==> config.mk <==
export PLATFORM = sky130hd
export DESIGN_NAME = gpdlm_port
export DESIGN_NICKNAME = d
export VERILOG_FILES = /design/src/gpdlm_pin_cell.v /design/src/gpdlm_port.v
export VERILOG_INCLUDE_DIRS = /design/src
export SDC_FILE = /design/constraint.sdc
export NUM_CORES = 1
export LEC_CHECK = 0
export BUFFER_PORTS_ARGS = -buffer_cell sky130_fd_sc_hd__buf_2
export CAP_MARGIN = 20
export CORE_ASPECT_RATIO = 1.4
export CORE_MARGIN = 2
export CORE_UTILIZATION = 50
export CTS_CLUSTER_DIAMETER = 60
export DETAILED_ROUTE_END_ITERATION = 8
export PLACE_DENSITY = 0.8
export SYNTH_ARGS = -nofsm -noshare
export SYNTH_HDL_FRONTEND = slang
export SYNTH_SLANG_ARGS = --single-unit
==> constraint.sdc <==
create_clock -name core_clk -period 1.75 [get_ports core_clk]
set_input_delay 0.0875 -clock core_clk [delete_from_list [all_inputs] [get_ports core_clk]]
set_output_delay 0.0875 -clock core_clk [all_outputs]
set_load 0.02 [all_outputs]
==> src/gpdlm_regs.vh <==
`ifndef GPDLM_REGS_VH
`define GPDLM_REGS_VH
// register byte offsets
`define GPDLM_OFS_PORT_A_DATA_DATA 8'h00
`define GPDLM_OFS_PORT_A_DATA_DIR 8'h04
`define GPDLM_OFS_ANA_LOW 8'h08
`define GPDLM_OFS_PWR_CTRL 8'h0c
`define GPDLM_OFS_PORT_B_DATA_DATA 8'h10
`define GPDLM_OFS_PORT_B_DATA_DIR 8'h14
`define GPDLM_OFS_ANA_HIGH 8'h18
`define GPDLM_OFS_OSC_CFG 8'h1c
`define GPDLM_OFS_PERIPH_CTRL 8'h20
`define GPDLM_OFS_BIT_MODIFY 8'h24
// reset values
`define GPDLM_RST_LATCH 8'h00
`define GPDLM_RST_DIR 8'hff
`define GPDLM_RST_ANA_LOW 8'hff
`define GPDLM_RST_ANA_HIGH 6'h3f
`define GPDLM_RST_PWR 8'h00
`define GPDLM_RST_OSC 3'h4
`define GPDLM_RST_PERIPH 3'h0
// power control fields
`define GPDLM_PWR_WAKE_BIT 5
`define GPDLM_PWR_MASK 8'h33
// peripheral control fields
`define GPDLM_PER_C1OE_BIT 0
`define GPDLM_PER_C2OE_BIT 1
`define GPDLM_PER_COMPARATOR_REF_OUT_BIT 2
// bit modify fields
`define GPDLM_BM_IDX_MSB 2
`define GPDLM_BM_VAL_BIT 3
`define GPDLM_BM_PORT_BIT 8
// oscillator modes
`define GPDLM_OSC_LP 3'h0
`define GPDLM_OSC_XT 3'h1
`define GPDLM_OSC_HS 3'h2
`define GPDLM_OSC_EC 3'h3
`define GPDLM_OSC_INTIO 3'h4
`define GPDLM_OSC_INTCLKOUT 3'h5
`define GPDLM_OSC_RCIO 3'h6
`define GPDLM_OSC_RCCLKOUT 3'h7
`endif

==> src/gpdlm_pin_cell.v <==
`timescale 1ns/10ps
module gpdlm_pin_cell #(
  parameter WIDTH = 8
) (
  input wire core_clk,
  input wire rstn,
  input wire [WIDTH-1:0] latchVal,
  input wire [WIDTH-1:0] dirVal,
  input wire [WIDTH-1:0] anaMask,
  input wire [WIDTH-1:0] ovrEn,
  input wire [WIDTH-1:0] ovrOut,
  input wire [WIDTH-1:0] ovrOe,
  input wire [WIDTH-1:0] forceOff,
  input wire [WIDTH-1:0] pinIn,
  output reg [WIDTH-1:0] pinOut,
  output reg [WIDTH-1:0] pinOe,
  output wire [WIDTH-1:0] rdVal
);
  // analog pins read zero
  assign rdVal = pinIn & ~anaMask;

  genvar i;
  generate
    for (i = 0; i < WIDTH; i = i + 1)
    begin : gPin
      always @(posedge core_clk or negedge rstn)
      begin
        if (!rstn)
        begin
          pinOut[i] <= 1'b0;
          pinOe[i] <= 1'b0;
        end
        else if (ovrEn[i])
        begin
          pinOut[i] <= ovrOut[i];
          pinOe[i] <= ovrOe[i];
        end
        else
        begin
          pinOut[i] <= latchVal[i];
          pinOe[i] <= ~dirVal[i] & ~forceOff[i];
        end
      end
    end
  endgenerate
endmodule // gpdlm_pin_cell

==> src/gpdlm_port.v <==
// Design decisions made here: the APB interface to the registers and the placing of the registers.
`timescale 1ns/10ps
`include "gpdlm_regs.vh"
module gpdlm_port (
  input wire core_clk,
  input wire rstn,
  input wire psel,
  input wire penable,
  input wire pwrite,
  input wire [7:0] paddr,
  input wire [31:0] pwdata,
  input wire [3:0] pstrb,
  output reg [31:0] prdata,
  output reg pready,
  output reg pslverr,
  input wire [7:0] pinAIn,
  output wire [7:0] pinAOut,
  output wire [7:0] pinAOe,
  input wire [7:0] pinBIn,
  output wire [7:0] pinBOut,
  output wire [7:0] pinBOe,
  input wire [7:0] periphBOvr,
  input wire [7:0] periphBOut,
  input wire [7:0] periphBOe,
  input wire comparatorOneOutput,
  input wire comparatorTwoOutput,
  input wire clockOutLevel,
  output reg [7:0] analogEnA_q,
  output reg [7:0] analogEnB_q,
  output reg lowPowerWakeEnable_q,
  output reg comparatorRefOutEn_q,
  output reg firstTimerClockIn_q,
  output reg slaveSelectIn_q,
  output reg crystalPinsTaken_q,
  output reg clockInputTaken_q,
  output reg clockOutputTaken_q
);
  reg [7:0] latchA_q;
  reg [7:0] latchB_q;
  reg [7:0] dirA_q;
  reg [7:0] dirB_q;
  reg [7:0] anaLow_q;
  reg [5:0] anaHigh_q;
  reg [7:0] pwrCtrl_q;
  reg [2:0] oscCfg_q;
  reg [2:0] periphCtrl_q;
  reg [31:0] rdData_d;
  reg rdMiss_d;
  reg [7:0] bitMod_d;
  wire [7:0] rdA;
  wire [7:0] rdB;
  wire [7:0] anaMaskA;
  wire [7:0] anaMaskB;
  wire [7:0] ovrEnA;
  wire [7:0] ovrOutA;
  wire [7:0] ovrOeA;
  wire [7:0] forceOffA;
  wire [7:0] dirARead;
  wire xtalMode;
  wire clkInMode;
  wire clkOutMode;
  wire setupPh;
  wire accessWr;

  // register index of a byte address, 4'hf when unmapped
  function [3:0] regIndex;
    input [7:0] addr;
    begin
      case (addr)
        `GPDLM_OFS_PORT_A_DATA_DATA: regIndex = 4'h0;
        `GPDLM_OFS_PORT_A_DATA_DIR: regIndex = 4'h1;
        `GPDLM_OFS_ANA_LOW: regIndex = 4'h2;
        `GPDLM_OFS_PWR_CTRL: regIndex = 4'h3;
        `GPDLM_OFS_PORT_B_DATA_DATA: regIndex = 4'h4;
        `GPDLM_OFS_PORT_B_DATA_DIR: regIndex = 4'h5;
        `GPDLM_OFS_ANA_HIGH: regIndex = 4'h6;
        `GPDLM_OFS_OSC_CFG: regIndex = 4'h7;
        `GPDLM_OFS_PERIPH_CTRL: regIndex = 4'h8;
        `GPDLM_OFS_BIT_MODIFY: regIndex = 4'h9;
        default: regIndex = 4'hf;
      endcase
    end
  endfunction

  // oscillator pin ownership
  assign xtalMode = (oscCfg_q == `GPDLM_OSC_LP) || (oscCfg_q == `GPDLM_OSC_XT)
    || (oscCfg_q == `GPDLM_OSC_HS);
  assign clkInMode = xtalMode || (oscCfg_q == `GPDLM_OSC_EC)
    || (oscCfg_q == `GPDLM_OSC_RCIO) || (oscCfg_q == `GPDLM_OSC_RCCLKOUT);
  assign clkOutMode = (oscCfg_q == `GPDLM_OSC_INTCLKOUT)
    || (oscCfg_q == `GPDLM_OSC_RCCLKOUT);

  assign anaMaskA = {2'b00, anaLow_q[4], 1'b0, anaLow_q[3:0]};
  assign anaMaskB = {2'b00, anaHigh_q[5], anaHigh_q[3], anaHigh_q[1],
    anaHigh_q[0], anaHigh_q[2], anaHigh_q[4]};

  // comparator outputs and clock out take over pins
  assign ovrEnA = {1'b0, clkOutMode, periphCtrl_q[`GPDLM_PER_C2OE_BIT],
    periphCtrl_q[`GPDLM_PER_C1OE_BIT], 4'h0};
  assign ovrOutA = {1'b0, clockOutLevel, comparatorTwoOutput, comparatorOneOutput, 4'h0};
  assign ovrOeA = {1'b0, 1'b1, 1'b1, 1'b1, 4'h0};
  // input-only pin, oscillator pins, reference out
  assign forceOffA = {clkInMode, xtalMode, 2'b00, 1'b1,
    periphCtrl_q[`GPDLM_PER_COMPARATOR_REF_OUT_BIT], 2'b00};

  // crystal modes read direction 7:6 as one
  assign dirARead = xtalMode ? (dirA_q | 8'hc0) : dirA_q;

  gpdlm_pin_cell #(
    .WIDTH(8)
  ) uCellA (
    .core_clk(core_clk),
    .rstn(rstn),
    .latchVal(latchA_q),
    .dirVal(dirA_q),
    .anaMask(anaMaskA),
    .ovrEn(ovrEnA),
    .ovrOut(ovrOutA),
    .ovrOe(ovrOeA),
    .forceOff(forceOffA),
    .pinIn(pinAIn),
    .pinOut(pinAOut),
    .pinOe(pinAOe),
    .rdVal(rdA)
  );

  gpdlm_pin_cell #(
    .WIDTH(8)
  ) uCellB (
    .core_clk(core_clk),
    .rstn(rstn),
    .latchVal(latchB_q),
    .dirVal(dirB_q),
    .anaMask(anaMaskB),
    .ovrEn(periphBOvr),
    .ovrOut(periphBOut),
    .ovrOe(periphBOe),
    .forceOff(8'h00),
    .pinIn(pinBIn),
    .pinOut(pinBOut),
    .pinOe(pinBOe),
    .rdVal(rdB)
  );

  assign setupPh = psel && !penable;
  assign accessWr = psel && penable && pready && pwrite;

  // read mux returns pin levels for data
  always @*
  begin
    rdData_d = 32'h00000000;
    rdMiss_d = 1'b0;
    case (regIndex(paddr))
      4'h0: rdData_d[7:0] = rdA;
      4'h1: rdData_d[7:0] = dirARead;
      4'h2: rdData_d[7:0] = anaLow_q;
      4'h3: rdData_d[7:0] = pwrCtrl_q;
      4'h4: rdData_d[7:0] = rdB;
      4'h5: rdData_d[7:0] = dirB_q;
      4'h6: rdData_d[5:0] = anaHigh_q;
      4'h7: rdData_d[2:0] = oscCfg_q;
      4'h8: rdData_d[2:0] = periphCtrl_q;
      4'h9: rdData_d = 32'h00000000;
      default: rdMiss_d = 1'b1;
    endcase
  end

  // bit modify from sampled pin levels
  always @*
  begin
    bitMod_d = pwdata[`GPDLM_BM_PORT_BIT] ? rdB : rdA;
    bitMod_d[pwdata[`GPDLM_BM_IDX_MSB:0]] = pwdata[`GPDLM_BM_VAL_BIT];
  end

  // apb answer, one wait-free access phase
  always @(posedge core_clk or negedge rstn)
  begin
    if (!rstn)
    begin
      pready <= 1'b0;
      pslverr <= 1'b0;
      prdata <= 32'h00000000;
    end
    else if (setupPh)
    begin
      pready <= 1'b1;
      pslverr <= rdMiss_d;
      prdata <= pwrite ? 32'h00000000 : rdData_d;
    end
    else
    begin
      pready <= 1'b0;
      pslverr <= 1'b0;
    end
  end

  // register writes
  always @(posedge core_clk or negedge rstn)
  begin
    if (!rstn)
    begin
      latchA_q <= `GPDLM_RST_LATCH;
      latchB_q <= `GPDLM_RST_LATCH;
      dirA_q <= `GPDLM_RST_DIR;
      dirB_q <= `GPDLM_RST_DIR;
      anaLow_q <= `GPDLM_RST_ANA_LOW;
      anaHigh_q <= `GPDLM_RST_ANA_HIGH;
      pwrCtrl_q <= `GPDLM_RST_PWR;
      oscCfg_q <= `GPDLM_RST_OSC;
      periphCtrl_q <= `GPDLM_RST_PERIPH;
    end
    else if (accessWr && pstrb[0])
    begin
      case (regIndex(paddr))
        4'h0: latchA_q <= pwdata[7:0];
        4'h1: dirA_q <= pwdata[7:0];
        4'h2: anaLow_q <= pwdata[7:0];
        4'h3: pwrCtrl_q <= pwdata[7:0] & `GPDLM_PWR_MASK;
        4'h4: latchB_q <= pwdata[7:0];
        4'h5: dirB_q <= pwdata[7:0];
        4'h6: anaHigh_q <= pwdata[5:0];
        4'h7: oscCfg_q <= pwdata[2:0];
        4'h8: periphCtrl_q <= pwdata[2:0];
        // read value with the indexed bit replaced stored into latch
        4'h9:
        begin
          if (pwdata[`GPDLM_BM_PORT_BIT])
            latchB_q <= bitMod_d;
          else
            latchA_q <= bitMod_d;
        end
        default: oscCfg_q <= oscCfg_q;
      endcase
    end
  end

  always @(posedge core_clk or negedge rstn)
  begin
    if (!rstn)
    begin
      analogEnA_q <= 8'h00;
      analogEnB_q <= 8'h00;
      lowPowerWakeEnable_q <= 1'b0;
      comparatorRefOutEn_q <= 1'b0;
      firstTimerClockIn_q <= 1'b0;
      slaveSelectIn_q <= 1'b0;
      crystalPinsTaken_q <= 1'b0;
      clockInputTaken_q <= 1'b0;
      clockOutputTaken_q <= 1'b0;
    end
    else
    begin
      analogEnA_q <= anaMaskA;
      analogEnB_q <= anaMaskB;
      lowPowerWakeEnable_q <= pwrCtrl_q[`GPDLM_PWR_WAKE_BIT];
      comparatorRefOutEn_q <= periphCtrl_q[`GPDLM_PER_COMPARATOR_REF_OUT_BIT];
      firstTimerClockIn_q <= rdA[4];
      slaveSelectIn_q <= rdA[5];
      crystalPinsTaken_q <= xtalMode;
      clockInputTaken_q <= clkInMode;
      clockOutputTaken_q <= clkOutMode;
    end
  end
endmodule // gpdlm_port

### Word level (Yosys, flattened, before mapping)

Index checks and enable logic that the tools add are counted.
Widths: inputs -> output; s select.

| operators by class | value |
|---|---|
| order comparisons | 2 |
| equality and inequality tests | 35 |
| multiplexer cells | 40 |
| bitwise gates (word level) | 25 |
| reduce and logical (&&, ||, !) cells | 29 |

Operator list:

| kind | count |
|---|---|
| $mux 8 | 5 |
| $pmux 4 s10 | 1 |
| $eq 4x3->1 const B | 8 |
| $eq 8x5->1 const B | 4 |
| $pmux 8 s2 | 2 |
| $pmux 3 s9 | 1 |
| $mux 1 | 26 |
| $pmux 3 s7 | 1 |
| $not 1->1 | 18 |
| $and 8x8->8 | 2 |
| $eq 4x2->1 const B | 4 |
| $eq 4x4->1 const B | 4 |
| $eq 8x4->1 const B | 2 |
| $eq 8x6->1 const B | 2 |
| $not 6->8 | 2 |
| $reduce_and 2->1 | 7 |
| $pmux 2 s5 | 1 |
| $reduce_or 10->1 | 1 |
| $eq 3x3->1 const B | 3 |
| $bwmux 8 | 1 |
| $eq 4x1->1 const B | 2 |
| $eq 8x3->1 const B | 1 |
| $logic_not 4->1 | 2 |
| $logic_not 8->1 | 1 |
| 14 further kinds | 30 |

| word-level totals | value |
|---|---|
| bits in registers | 139 |
| bits of input ports | 92 |
| output and inout bits | 89 |
| logic and storage cells | 183 |

### Depth between registers and ports, before layout

| logic depth | value |
|---|---|
| depth after elaboration | 8 |
| gate-level depth with buffers | 7 |
| mapped depth without buffers | 5 |

### Hierarchy

Synthesis repeated with hierarchy kept, for this count alone.

| unflattened totals | value |
|---|---|
| cell total of the unflattened synthesis | 476 |
| area, all modules | 5575.3 um2 |

By module, submodules not included:

| module | times used | cells each | area each (um2) | sequential area each (um2) |
|---|---|---|---|---|
| gpdlm_port | 1 | 380 | 4254.1 | 2140.8 |
| gpdlm_pin_cell | 2 | 48 | 660.6 | 400.4 |

### Worst setup path after synthesis

OpenSTA, ideal clock, no wires.

| path | value |
|---|---|
| path type | input port to flip-flop |
| start point | input port paddr[4] |
| end point | register latchB_q[3] |
| library setup time | 0.128 ns |
| data arrival time | 1.528 ns |
| required time | 1.622 ns |
| setup slack | 0.094 ns |
| cell stages on the path | 6 |
| buffers on the path | 1 |
| cells stage by stage | buf_6 -> nor4b_4 -> nand2_2 -> a31oi_1 -> mux2_1 -> mux2_1 |

| on the way | value |
|---|---|
| longest elaborated chain between the ends | 6 |
| elaborated cells between the ends (all ways) | 18 |
| those cells by class | eq/ne: 12; mux: 3; reduce/logical: 3 |

Ends and longest elaborated chain:

| what | RTL line | source |
|---|---|---|
| start, declared | gpdlm_port.v:10 | `input wire [7:0] paddr,` |
| $eq 8x6->1 (tied with other cells) | gpdlm_port.v:69 | `case (addr)` |
| $pmux 4 s10 (*) | gpdlm_port.v:69 |  |
| $mux 4 (*) | gpdlm_port.v:212 | `else if (accessWr && pstrb[0])` |
| $eq 4x4->1 / $eq 4x3->1 (equally long branches) | gpdlm_port.v:214 | `case (regIndex(paddr))` |
| $ne 2x2->1 (no line) / $reduce_bool 2->1 (equally long branches) | n/a |  |
| $reduce_and 3->1 (no line) | n/a |  |
| end signal, assigned | gpdlm_port.v:203 | `` latchB_q <= `GPDLM_RST_LATCH; `` |
| end signal, assigned | gpdlm_port.v:219 | `4'h4: latchB_q <= pwdata[7:0];` |
| end signal, assigned | gpdlm_port.v:228 | `latchB_q <= bitMod_d;` |
| end, declared | gpdlm_port.v:39 | `reg [7:0] latchB_q;` |

Every way passes the cells marked *; elsewhere a longest branch is shown, timed or not. The select of a mux whose other input is x is not followed.
A chain may end at the register's enable or synchronous reset.

### Worst setup path after layout

| path | value |
|---|---|
| start point | input port periphBOe[7] |
| end point | register uCellB.pinOe[7] |

| on the way | value |
|---|---|
| longest elaborated chain between the ends | 1 |

Ends and longest elaborated chain:

| what | RTL line | source |
|---|---|---|
| start, declared | gpdlm_port.v:24 | `input wire [7:0] periphBOe,` |
| $mux 1 | gpdlm_pin_cell.v:33 | `else if (ovrEn[i])` |
| end signal, assigned by index | gpdlm_pin_cell.v:36 | `pinOe[i] <= ovrOe[i];` |
| end signal, assigned by index | gpdlm_pin_cell.v:41 | `pinOe[i] <= ~dirVal[i] & ~forceOff[i];` |
| end, declared | gpdlm_pin_cell.v:16 | `output reg [WIDTH-1:0] pinOe,` |

Every way passes these cells.

==> metrics.cfg <==
[outcome]
run_status=completed

[cells_and_area]
finalNonFillerCells=783
fillerInstances=768
fin_util=0.689
fin_nets=724
multiInputGateArea_sq_um=2180
drive_gt1_frac=0.429
n_antenna_cell=0
regArea_sq_um=2920
area_delta_synth_final_pct=34.0

[worst_setup_path]
critical-path-slowest-cell=dlygate4sd3_1
worstPathArrival_ns=2.01
critPathKind=in2reg
reg2reg_depth=5
path_common_cell=dlygate4sd3_1
worst_setup_path_start_kind=primary input
worstSetupEndpointType=flop
cp.required_ns=2.04
r2r_slack_ns=0.11
critPathMaxFanout=1
path_cells=dlygate4sd3_1 -> buf_2 -> nand2_1 -> dlygate4sd3_1 -> o21ai_0 -> dlygate4sd3_1
crit_path_max_incr_delay_ns=0.56

[global_route]
grt_max_degree=116
grt-ovfl-total=0
grt_pass1_wl_um=23300
grt_pass1_vias=4508
grt_usage=0.268
antenna_found_initial=0

[synthesis]
yosysUniqueCellTypes=57
ys_ff_latch=115
netlist_instances=444
yosys-top-cells-area=dfrtp_1 (40%), dfstp_2 (15%), mux2_2 (12%), buf_4 (4.2%), mux2_1 (3.4%)
syn-cell-area_sq_um=5320
avgSynthCellArea_sq_um=12.0
synth_enable_flop_cells=0
yosysWarnings=0
synthArstFlopShare=1.00
seq_area_frac_synth=0.548
synth_top_area_frac=0.395
synthFlopType=dfrtp_1
yosys.area.top_type=dfrtp_1

[timing]
fmax_mhz=582
setup_tns_ns=0
timing.hold.ws_ns=0.0160
finalSetupViolCount=0
fin_crit_ns=1.72
finalCritPeriodShare=0.982
rsz0062_at_grt=false
skew_ns=0.00682
hold_viol_final=0
relSlewSlack=0.616
tightest_slew_ns=0.576
drv_slew=0

[floorplanning]
die_w_um=91.2
core_area_sq_um=10300
initial_core_util=0.514
die_y_um=126
ios=181
dieArea_sq_um=11500
rows=44

[placement]
dp.cells=710
io_buffers=124
place_congestion=0.934
dp_hpwl_um=9750

[clocking]
cts-root-buf=clkbuf_16
ctsLongestPathBuffers=2
cts_buffers=17
numClockSinks=115
tritoncts=done
clkTransAtPathRegs_ns=0.05
clock_latency_ns=0.41
htree_levels=4

[power]
powerDensity_nw_per_um2=954
peakVddDrop_uv=744
power_leakage_nw=3.47

[routing]
drtIter0Drc=289
routed_wl_um=14800
wire_per_inst_um=18.9
final_antenna_net_count=0
via_per_inst=5.41
drcViolationCount=0
vias=4235
drtPass1Iterations=6

[run]
cap_viol_max_count=0

[min_path]
hold_class=in2reg
hold_depth=2

-- final timing paths --
kind / start / end
setup reg to reg: anaLow_q[1]$_DFFE_PN1P_ / latchA_q[1]$_DFFE_PN0P_
setup / recovery: periphBOe[7] / uCellB.pinOe[7]$_DFF_PN0_
hold / removal: pwdata[6] / anaLow_q[6]$_DFFE_PN1P_
hold reg to reg: latchA_q[2]$_DFFE_PN0P_ / uCellA.pinOut[2]$_DFF_PN0_
min in group asynchronous: rstn / analogEnA_q[1]$_DFF_PN0_
max in group asynchronous: rstn / uCellB.pinOe[4]$_DFF_PN0_
-- sequential cells by signal, indices dropped and copies added, names as in the netlist, 3 cells and up --
name           count
oscCfg_q           3
anaHigh_q          6
uCellA.pinOut      8
dirA_q             8
analogEnA_q        5
anaLow_q           8
uCellB.pinOe       8
uCellB.pinOut      8
analogEnB_q        6
dirB_q             8
latchB_q           8
latchA_q           8
uCellA.pinOe       7
periphCtrl_q       3
pwrCtrl_q          4
prdata             8
-- report_power, final --
group	internal, mW	switching, mW
clock	2.30	1.18
combinational	0.240	0.372
sequential	2.70	0.0109
total	5.24	1.56
-- critical path, delay by kind of cell --
family / cells / cell delay [ns]
compound gates: 1 / 0.07
simple gates: 1 / 0.06
buf+inv: 4 / 1.79
-- cell families after synthesis --
| family | count (synthesis) | share of synthesized area |
|---|---|---|
| AOI/OAI and AO/OA | 77 | 0.0910 |
| other | 1 | 0.000705 |
| DFF | 115 | 0.548 |
| and+or+nand+nor | 109 | 0.118 |
| buffers and inverters | 56 | 0.0632 |
| muxes | 86 | 0.179 |
-- cells in the mapped netlist (4+ instances only) --
library cell   n
a31oi_1        6
mux2_2        57
clkbuf_1      12
nand3_1       11
dfrtp_1       84
mux2i_1       13
buf_4         30
mux2_1        16
buf_2          5
dfstp_2       31
or3_1          4
nand2b_1      10
nor2b_1        6
o21ai_1        6
inv_1          7
nand2_1       34
a21oi_1       17
o21ai_0       22
nand3b_1       8
nor2_1        16
-- metrics by stage --
stage               worst slack (ns)  power, mW  area, sq um
finish                        0.0319       6.80         7130
global route                 0.00652       7.00         7130
CTS                            0.102       6.82         7140
detailed placement            0.0591       3.28         6120
global placement              0.0988       3.27         6120
floorplan                     0.0942       3.07         5430
-- repair_timing --
action                                  in CTS  in global routing
endpoints found under the setup margin       0                  4
hold endpoints to repair                   107                  1
hold buffers                                42                  1
gates resized for setup                      0                  1
setup buffers                                0                  0
-- cell type report --
cell class,instances,area share
sequential,115,0.409
multi-input combinational,302,0.306
timing repair buffer,189,0.174
clock buffer,22,0.0651
tap,138,0.0242
clock inverter,10,0.0186
inverter,7,0.00368
-- layout by cell type (no fill, tap or decap), types with 3 or more instances in the layout --
master,Yosys,routed
dfrtp_1,84,84
o21ai_0,22,22
nand3_1,11,11
buf_2,5,123
bufinv_16,0,3
or3_1,4,4
nor2_1,16,16
nor4_1,3,3
inv_1,7,7
nand2_1,34,34
nor2b_1,6,6
dlygate4sd3_1,0,41
a31oi_1,6,6
a21oi_1,17,16
dfstp_2,31,31
nand2b_1,10,10
clkinv_2,0,5
mux2i_1,13,13
o21ai_1,6,6
mux2_2,57,57
buf_4,30,23
mux2_1,16,16
clkbuf_1,12,3
clkbuf_16,0,17
conb_1,1,30
nand3b_1,8,8
-- per-layer routing --
metal | up-vias | global-route usage | part of all wire
met5 | - | 0 | 0
met1 | 2113 | 0.306 | 0.38
met2 | 181 | 0.475 | 0.54
met3 | 37 | 0.0526 | 0.045
met4 | 0 | 0.136 | 0.032
li1 | 1904 | - | -
Note: power is estimated with default switching activity, not from simulation.
